## src/logic/apm_cfg.svh

```systemverilog
// Notes on behaviour
// - mode 0: powered while select low
// - host waits 5 us before sampling edge
// - normal mode: always powered
// - host resends normal code every transfer
// - normal mode: back-to-back transfers allowed
// - auto-shutdown after each conversion
// - auto-shutdown wakes on first falling clock
// - host uses normal mode as warm-up
// - auto-standby after conversion, quick wake
// - standby entered on last rising edge
// - select low gates clock, tracks input
// - second rising edge samples and converts
// - sixteen clocks per transfer
// - select high floats data output
// - channel taken from previous control write
// - first eight rising edges load control
// - read-only host holds data input low
// - shift on falling, capture on rising
// - four zeros then twelve bits msb first
// - start in select-controlled mode
// - mode 0: select high mid-conversion shuts down
`ifndef APM_CFG_SVH
`define APM_CFG_SVH
`define APM_CTRL_BITS 8
`define APM_WORD_BITS 16
`define APM_RESULT_BITS 12
`define APM_PM_HI_POS 1
`define APM_PM_LO_POS 0
`define APM_CHAN_POS 5
`define APM_CTRL_RESET 8'h00
`define APM_SAMPLE_EDGE 5'h02
`define APM_LAST_EDGE 5'h10
`define APM_WAKE_NS 5000
`define APM_CLK_NS 10
`define APM_WAKE_CYC ((`APM_WAKE_NS + `APM_CLK_NS - 1) / `APM_CLK_NS)
`define APM_HALF_DIV 8
`endif

```

## src/logic/apm_pkg.sv

```systemverilog
package apm_pkg;
  typedef enum logic [1:0]
  {
    APM_SEL_CTRL = 2'b00,
    APM_NORMAL = 2'b01,
    APM_AUTO_SHUT = 2'b10,
    APM_AUTO_STBY = 2'b11
  } apm_mode_e;
  typedef enum logic [1:0]
  {
    APM_OFF = 2'b00,
    APM_STANDBY = 2'b01,
    APM_ON = 2'b10
  } apm_power_e;
endpackage : apm_pkg

```

## src/logic/apm_link_if.sv

```systemverilog
`timescale 1ns/1ps
interface apm_link_if;
  logic selectN;
  logic serialClk;
  logic dataIn;
  logic dataOut;
  logic dataOutEn;
  modport device (input selectN, input serialClk, input dataIn, output dataOut, output dataOutEn);
  modport host (output selectN, output serialClk, output dataIn, input dataOut, input dataOutEn);
endinterface : apm_link_if

```

## src/logic/apm_device.sv

```systemverilog
`timescale 1ns/1ps
`include "apm_cfg.svh"
module apm_device
(
  input wire logic clk,
  input wire logic reset,
  apm_link_if.device link,
  input wire logic [11:0] sampleA,
  input wire logic [11:0] sampleB,
  output logic [1:0] powerState,
  output logic [1:0] powerMode,
  output logic tracking,
  output logic converting,
  output logic [7:0] ctrlValue
);
  logic [1:0] csSync_q;
  logic [1:0] ckSync_q;
  logic csPrev_q;
  logic ckPrev_q;
  logic csN;
  logic ck;
  logic csFall;
  logic csRise;
  logic ckRise;
  logic ckFall;
  logic [4:0] riseCnt_q;
  logic [7:0] ctrl_q;
  logic [7:0] ctrlShift_q;
  logic [15:0] outShift_q;
  logic outBit_q;
  logic outEn_q;
  logic [1:0] power_q;
  logic converting_q;
  logic wakePending_q;
  apm_pkg::apm_mode_e mode;

  // select and clock pins are async to clk: two flops each before use
  always_ff @(posedge clk)
  begin
    csSync_q <= {csSync_q[0], link.selectN};
    ckSync_q <= {ckSync_q[0], link.serialClk};
    csPrev_q <= csSync_q[1];
    ckPrev_q <= ckSync_q[1];
  end

  assign csN = csSync_q[1];
  assign ck = ckSync_q[1];
  assign csFall = csPrev_q & ~csN;
  assign csRise = ~csPrev_q & csN;
  // clock only counts while select is low
  assign ckRise = ~csN & ~ckPrev_q & ck;
  assign ckFall = ~csN & ckPrev_q & ~ck;
  assign mode = apm_pkg::apm_mode_e'(ctrl_q[`APM_PM_HI_POS:`APM_PM_LO_POS]);

  // rising edge count; wraps so a held-low select starts anew
  always_ff @(posedge clk)
  begin
    if (reset || csFall)
      riseCnt_q <= 5'h00;
    else if (ckRise)
      riseCnt_q <= (riseCnt_q == `APM_LAST_EDGE) ? 5'h01 : riseCnt_q + 5'h01;
  end

  // control loads on first eight rising edges every transfer
  always_ff @(posedge clk)
  begin
    if (reset)
    begin
      ctrl_q <= `APM_CTRL_RESET;
      ctrlShift_q <= 8'h00;
    end
    else if (ckRise && (riseCnt_q < 5'h08 || riseCnt_q == `APM_LAST_EDGE))
    begin
      ctrlShift_q <= {ctrlShift_q[6:0], link.dataIn};
      if (riseCnt_q == 5'h07)
        ctrl_q <= {ctrlShift_q[6:0], link.dataIn};
    end
  end

  // sample on second rising edge using channel already in ctrl
  always_ff @(posedge clk)
  begin
    if (reset)
    begin
      outShift_q <= 16'h0000;
      outBit_q <= 1'b0;
      converting_q <= 1'b0;
    end
    else
    begin
      if (ckRise && riseCnt_q == `APM_SAMPLE_EDGE - 5'h01)
      begin
        // leading bits already on the wire: keep them zero, load result
        outShift_q <= {4'h0, ctrl_q[`APM_CHAN_POS] ? sampleB : sampleA};
        converting_q <= 1'b1;
      end
      else if (ckRise && riseCnt_q == `APM_LAST_EDGE - 5'h01)
        converting_q <= 1'b0;
      else if (csRise)
        converting_q <= 1'b0;
      if (ckFall)
      begin
        // bit n+1 leaves on falling edge n, read on rising n+1
        outBit_q <= outShift_q[4'hF - riseCnt_q[3:0]];
      end
      if (csFall)
        outBit_q <= 1'b0;
    end
  end

  always_ff @(posedge clk)
  begin
    if (reset || csN)
      outEn_q <= 1'b0;
    else
      outEn_q <= 1'b1;
  end

  // power state per mode
  always_ff @(posedge clk)
  begin
    if (reset)
    begin
      power_q <= apm_pkg::APM_OFF;
      wakePending_q <= 1'b0;
    end
    else
    begin
      if (csFall)
        wakePending_q <= 1'b1;
      else if (ckFall)
        wakePending_q <= 1'b0;
      case (mode)
        apm_pkg::APM_SEL_CTRL:
          power_q <= csN ? apm_pkg::APM_OFF : apm_pkg::APM_ON;
        apm_pkg::APM_NORMAL:
          power_q <= apm_pkg::APM_ON;
        apm_pkg::APM_AUTO_SHUT:
        begin
          if (ckRise && riseCnt_q == `APM_LAST_EDGE - 5'h01)
            power_q <= apm_pkg::APM_OFF;
          else if (ckFall && wakePending_q)
            power_q <= apm_pkg::APM_ON;
        end
        default:
        begin
          if (ckRise && riseCnt_q == `APM_LAST_EDGE - 5'h01)
            power_q <= apm_pkg::APM_STANDBY;
          else if (ckFall && wakePending_q)
            power_q <= apm_pkg::APM_ON;
        end
      endcase
    end
  end

  assign link.dataOut = outBit_q;
  assign link.dataOutEn = outEn_q;
  assign powerState = power_q;
  assign powerMode = ctrl_q[`APM_PM_HI_POS:`APM_PM_LO_POS];
  assign tracking = ~csN & (riseCnt_q < `APM_SAMPLE_EDGE);
  assign converting = converting_q;
  assign ctrlValue = ctrl_q;
endmodule : apm_device

```

## src/flat_wrapper.sv

```systemverilog
// flat-port wrapper written by rule: the top's interface ports become plain ports
module apm_device_flat 
  (clk, reset, sampleA, sampleB, powerState, powerMode, tracking, converting, ctrlValue, link_selectN, link_serialClk, link_dataIn, link_dataOut, link_dataOutEn);
  apm_link_if link_i ();
  input wire logic clk;
  input wire logic reset;
  input wire logic [11:0] sampleA;
  input wire logic [11:0] sampleB;
  output logic [1:0] powerState;
  output logic [1:0] powerMode;
  output logic tracking;
  output logic converting;
  output logic [7:0] ctrlValue;
  input wire logic [$bits(link_i.selectN)-1:0] link_selectN;
  input wire logic [$bits(link_i.serialClk)-1:0] link_serialClk;
  input wire logic [$bits(link_i.dataIn)-1:0] link_dataIn;
  output wire logic [$bits(link_i.dataOut)-1:0] link_dataOut;
  output wire logic [$bits(link_i.dataOutEn)-1:0] link_dataOutEn;
  assign link_i.selectN = link_selectN;
  assign link_i.serialClk = link_serialClk;
  assign link_i.dataIn = link_dataIn;
  assign link_dataOut = link_i.dataOut;
  assign link_dataOutEn = link_i.dataOutEn;
  apm_device u_core (.clk(clk), .reset(reset), .link(link_i), .sampleA(sampleA), .sampleB(sampleB), .powerState(powerState), .powerMode(powerMode), .tracking(tracking), .converting(converting), .ctrlValue(ctrlValue));
endmodule
```

## config.mk

```make
export PLATFORM = sky130hd
export DESIGN_NAME = apm_device_flat
export DESIGN_NICKNAME = d
export VERILOG_FILES = /design/src/logic/apm_pkg.sv /design/src/logic/apm_link_if.sv /design/src/logic/apm_device.sv /design/src/flat_wrapper.sv
export VERILOG_INCLUDE_DIRS = /design/src /design/src/logic
export SDC_FILE = /design/constraint.sdc
export NUM_CORES = 1
export LEC_CHECK = 0
export ABC_AREA = 1
export BUFFER_PORTS_ARGS = -buffer_cell sky130_fd_sc_hd__buf_2
export CAP_MARGIN = 20
export CELL_PAD_IN_SITES_DETAIL_PLACEMENT = 0
export CELL_PAD_IN_SITES_GLOBAL_PLACEMENT = 1
export CORE_MARGIN = 1
export CORE_UTILIZATION = 41
export DETAILED_ROUTE_END_ITERATION = 16
export PLACE_DENSITY_LB_ADDON = 0.1
export SYNTH_ARGS = -nofsm -noshare
export SYNTH_HDL_FRONTEND = slang
export SYNTH_SLANG_ARGS = --single-unit
export TNS_END_PERCENT = 5
```

## constraint.sdc

```tcl
create_clock -name clk -period 2.97 [get_ports clk]
set_input_delay 0.4455 -clock clk [delete_from_list [all_inputs] [get_ports clk]]
set_output_delay 0.4455 -clock clk [all_outputs]
set_load 0.1 [all_outputs]
```

# ---- After elaboration in Yosys (flattened, before gate mapping)
# Index checks and enable logic that the tools add are counted.
dict set report classes {
  addsub 2
  n_mul 0
  div 0
  magnitude_cmp 3
  eq_ne 6
  n_shift 0
  muxes 15
  bitwise 11
  reduce_logical 12
}
# operator n
set op_table {}
lappend op_table {{12-bit 2-to-1 mux} 1}
lappend op_table {{2-bit 2-to-1 mux} 4}
lappend op_table {{1-bit AND} 7}
lappend op_table {{1-bit 2-to-1 mux} 7}
lappend op_table {{2-bit case mux with 3 select lines} 1}
lappend op_table {{5-bit by 1-bit adder with 5-bit output (second input constant)} 1}
lappend op_table {{5-bit by 1-bit == test with 1-bit output (second input constant)} 1}
lappend op_table {{5-bit by 3-bit == test with 1-bit output (second input constant)} 1}
lappend op_table {{5-bit by 4-bit == test with 1-bit output (second input constant)} 1}
lappend op_table {{5-bit == test (second input constant)} 1}
lappend op_table {{4-bit by 5-bit less-than comparator with 1-bit output (second input constant)} 1}
lappend op_table {{5-bit by 2-bit less-than comparator with 1-bit output (second input constant)} 1}
lappend op_table {{5-bit by 4-bit less-than comparator with 1-bit output (second input constant)} 1}
lappend op_table {{5-bit 2-to-1 mux} 1}
lappend op_table {{1-bit binary-select mux with 4-bit select} 1}
lappend op_table {{1-bit logical AND} 4}
lappend op_table {{1-bit NOT} 4}
lappend op_table {{4-bit subtractor (first input constant)} 1}
lappend op_table {{1-bit logical OR} 3}
lappend op_table {{3-bit nonzero test} 1}
lappend op_table {{2-bit by 1-bit == test with 1-bit output (second input constant)} 1}
lappend op_table {{2-bit == test (second input constant)} 1}
lappend op_table {{2-bit zero test} 1}
lappend op_table {{2-bit AND reduction} 1}
lappend op_table {{other kinds (2)} 2}
dict set report word_totals {
  ff_bits 44
  latchBits 0
  ram_bits 0
  romBits 0
  out_inout_bits 16
  word_cells 62
  memories 0
}

# ---- Longest topological paths before layout
dict set report depth {
  word_depth 7
  ltp_mapped 8
  mapped_depth_nobuf 7
}

# ---- Worst setup path after synthesis
# No wires, ideal clock.
dict set report synth_path {
  path_type {register -> output}
  from {register u_core.riseCnt_q[4]}
  to {output port tracking}
  arrival_ns 2.604
  path_slack_ns -0.079
  path_stages_with_launch 4
  n_path_buf 0
  path_cell_list {dfxtp_1 > nor2_4 > nand2_1 > nor3_1}
}
dict set report synth_between {
  elab_chain_len 2
}
# item line_no
set synth_lines {}
lappend synth_lines {{start, declared} apm_device.sv:26} ;# logic [4:0] riseCnt_q;
lappend synth_lines {{start signal, assigned} apm_device.sv:61} ;# riseCnt_q <= (riseCnt_q == `APM_LAST_EDGE) ? 5'h01 : riseCnt_q + 5'h01;
lappend synth_lines {{5-bit by 2-bit less-than comparator with 1-bit output (no line)} n/a}
lappend synth_lines {{1-bit AND} apm_device.sv:160} ;# assign tracking = ~csN & (riseCnt_q < `APM_SAMPLE_EDGE);
lappend synth_lines {{end, declared} flat_wrapper.sv:11} ;# output logic tracking;
# No other way between the ends.

# ---- Final worst setup path
dict set report layout_path {
  from {register u_core.riseCnt_q[3]}
  to {output port tracking}
}
# The elaborated chain is that of the path after synthesis.

==> results.toml <==
[synthesis]
yosysMostFrequentCell = "nand2_1"
ys_top_cells_by_area = "dfxtp_1 46%, nand2_1 8.8%, nor2_1 7.2%, mux2i_1 6.3%, o21ai_0 5.7%"
avgSynthCellArea_um2 = 7.68
synth_seq_cells = 44
synth_fp_nets = 283
ys_types = 27
synth_top_area_share_pct = 45.9
async_flop_share_pct = 0
synth_edf_count = 0
syn_inst = 250
synth_warnings = 0
yosys.area.top_type = "dfxtp_1"
synth_common_cells = "45 x nand2_1, 44 x dfxtp_1, 37 x nor2_1"
synth_ff_type = "dfxtp_1"
synth_area_mm2 = 0.00192
yosysSeqAreaShare_pct = 45.9

[place]
pre_cts_ws_ps = 1150
port_buffers = 44
dp_hpwl_mm = 2.94
gp_congestion = 0.811

[cells_and_area]
n_antenna_cell = 0
num-nets-final = 325
drive_gt1_share_pct = 20.9
fillers = 453
syn_to_final_growth_pct = 17.3

[detailed_routing]
vias = 1673
ant_nets = 0
drcViolationCount = 0
via_per_inst = 4.86
drt-initial-drc-count = 55
routedWlPerCell_um = 11.4
drtPass1Iterations = 4
routed_wirelength_mm = 3.93

[timing]
relSlewSlack_pct = 50.1
tns_ps = 0
tightest_slew_ps = 747
setup_viol_count_final = 0
max_freq_mhz = 515
skew_ps = 7.99
hold_viol = 0
min_period_over_period_pct = 65.4
grt_setup_unrepaired = "false"
drv_slew = 0
final.setup.worst_slack_ps = 1030
period_needed_ps = 1940

[grt]
grt_pass1_vias = 1509
grt_max_degree = 30
grt_pass1_wl_mm = 6.72
overflow = 0
antenna_found_initial = 0
track_usage_pct = 17.2

[clocking]
cts_hold_buf = 0
worstSkewPairLatency_ps = 290
cts_tree = "done"
clk_pin_slew_worst_paths_ps = 80
cts_resized = 0
cts.sink_count = 44
htreeDepth = 2
ctsLongestPathBuffers = 2
post_cts_buffers = 0
cts-root-buf = "clkbuf_8"
numCtsBuffers = 5

[worst_setup_path]
r2r_slack_ps = 1140
arrival_ps = 1500
cp_max_fo = 4
worst_r2r_path_depth = 7
required_ps = 2520
rr_startpoint = "u_core.riseCnt_q[0]$_SDFFE_PP0P_"
worstSetupPathType = "reg -> out"
endpoint_kind = "primary output"
rr_endpoint = "u_core.ctrlShift_q[5]$_SDFFE_PP0P_"
start_kind = "flip-flop"

[worst_hold_path]
min_to = "u_core.csSync_q[0]$_DFF_P_"
holdCritStartpoint = "link_selectN"
min_path_type = "in -> reg"
holdPathStages = 1

[floorplan]
ios = 45
num_rows = 24
die_x_um = 70.4
core-area_mm2 = 0.00441
die_height_um = 70.4
die_area_mm2 = 0.00496
start_util_pct = 43.5

[pwr]
vdd_ir_drop_max_mv = 0.319
comb_power_share_pct = 9.1
p_switching_w = 0.000261
clkPwrFrac_pct = 35.4
pwr_density_cell_mw_per_mm2 = 492
switching_share_pct = 23.5
sequentialPowerShare_pct = 55.5
p_leak_nw = 1.01
p_int_w = 0.000847

[job]
cap_violations = 0

[run_status]
outcome = "completed"
registers in the layout, indices dropped and copies added (netlist names):
| signal | cells |
|---|---|
| u_core.outShift_q | 12 |
| u_core.ctrlValue | 8 |
| u_core.ctrlShift_q | 7 |
| u_core.riseCnt_q | 5 |
| u_core.ckSync_q | 2 |
| u_core.csSync_q | 2 |
| u_core.powerState | 2 |
| u_core.ckPrev_q | 1 |
| u_core.converting | 1 |
| u_core.csPrev_q | 1 |
| u_core.link.dataOut | 1 |
| u_core.link.dataOutEn | 1 |
| u_core.wakePending_q | 1 |
metal layers:
| metal | GRT usage [%] | part of all wire [%] | vias to the layer above |
|---|---|---|---|
| met5 | 0 | 0 | - |
| met1 | 22.4 | 48 | 745 |
| met2 | 27.1 | 46 | 44 |
| met3 | 4.76 | 5.4 | 2 |
| met4 | 6.00 | 0.74 | 0 |
| li1 | - | - | 882 |
through the flow:
step	utilization [%]	hold WS, ps	area (um2)	power (W)	cells
after global placement	48.8	311	2160	0.000731	337
final	51.0	258	2250	0.00111	344
after floorplan	-	310	1920	0.000698	250
after CTS	51.0	249	2250	0.00112	344
after global routing	51.0	238	2250	0.00116	344
after detailed placement	48.8	314	2160	0.000731	337
worst max path at each step:
stage,from,to,cells after the start
2_1_floorplan,u_core.riseCnt_q[4]$_SDFFE_PP0P_,tracking,3
3_3_place_gp,u_core.riseCnt_q[0]$_SDFFE_PP0P_,u_core.ctrlShift_q[5]$_SDFFE_PP0P_,7
3_5_place_dp,u_core.riseCnt_q[0]$_SDFFE_PP0P_,u_core.ctrlShift_q[5]$_SDFFE_PP0P_,7
4_1_cts,u_core.riseCnt_q[4]$_SDFFE_PP0P_,tracking,4
5_1_grt,u_core.riseCnt_q[0]$_SDFFE_PP0P_,u_core.ctrlShift_q[5]$_SDFFE_PP0P_,7
6_report,u_core.riseCnt_q[3]$_SDFFE_PP0P_,tracking,4
cells by family after synthesis:
group	synth area share, %
mux	6.26
flops	45.9
buf+inv	8.67
compound gates	12.8
xor+xnor	0.456
simple gates	23.3
fa+ha+maj	2.61
placed cells by master (no fill, tap or decap), types with 2 or more instances in the layout:
cell	synthesis	layout
clkbuf_8	0	7
ha_1	4	4
nand3_1	15	15
nand2_1	45	45
a21oi_1	20	20
dfxtp_1	44	44
mux2i_1	12	12
nor2_1	37	37
nor2_4	2	2
inv_2	3	3
inv_1	24	24
o21ai_0	22	22
buf_2	4	44
worst max-delay path: stages, from the launching register on:
cell and delay, ps:
dfxtp_1 370, nor2_4 120, nand2_1 140, nor3_2 130
buf_2 440
power groups by stage:
| stage | sequential, W | clock, W | combinational, W |
|---|---|---|---|
| after global routing | 0.000618 | 0.000427 | 0.000113 |
| after CTS | 0.000615 | 0.000407 | 0.000102 |
| final | 0.000615 | 0.000392 | 0.000100 |
| after detailed placement | 0.000629 | 0 | 0.000102 |
| after global placement | 0.000629 | 0 | 0.000102 |
| after floorplan | 0.000641 | 0 | 0.0000573 |
area by class of cell:
class | instances | area [um2] | share of cell area, %
clock buffer | 7 | 96.3 | 4.28
inverter | 28 | 105 | 4.67
multi-input combinational | 168 | 877 | 38.9
sequential | 44 | 881 | 39.1
tap | 52 | 65.1 | 2.89
timing repair buffer | 45 | 228 | 10.1
Note: power is estimated with default switching activity, not from simulation.
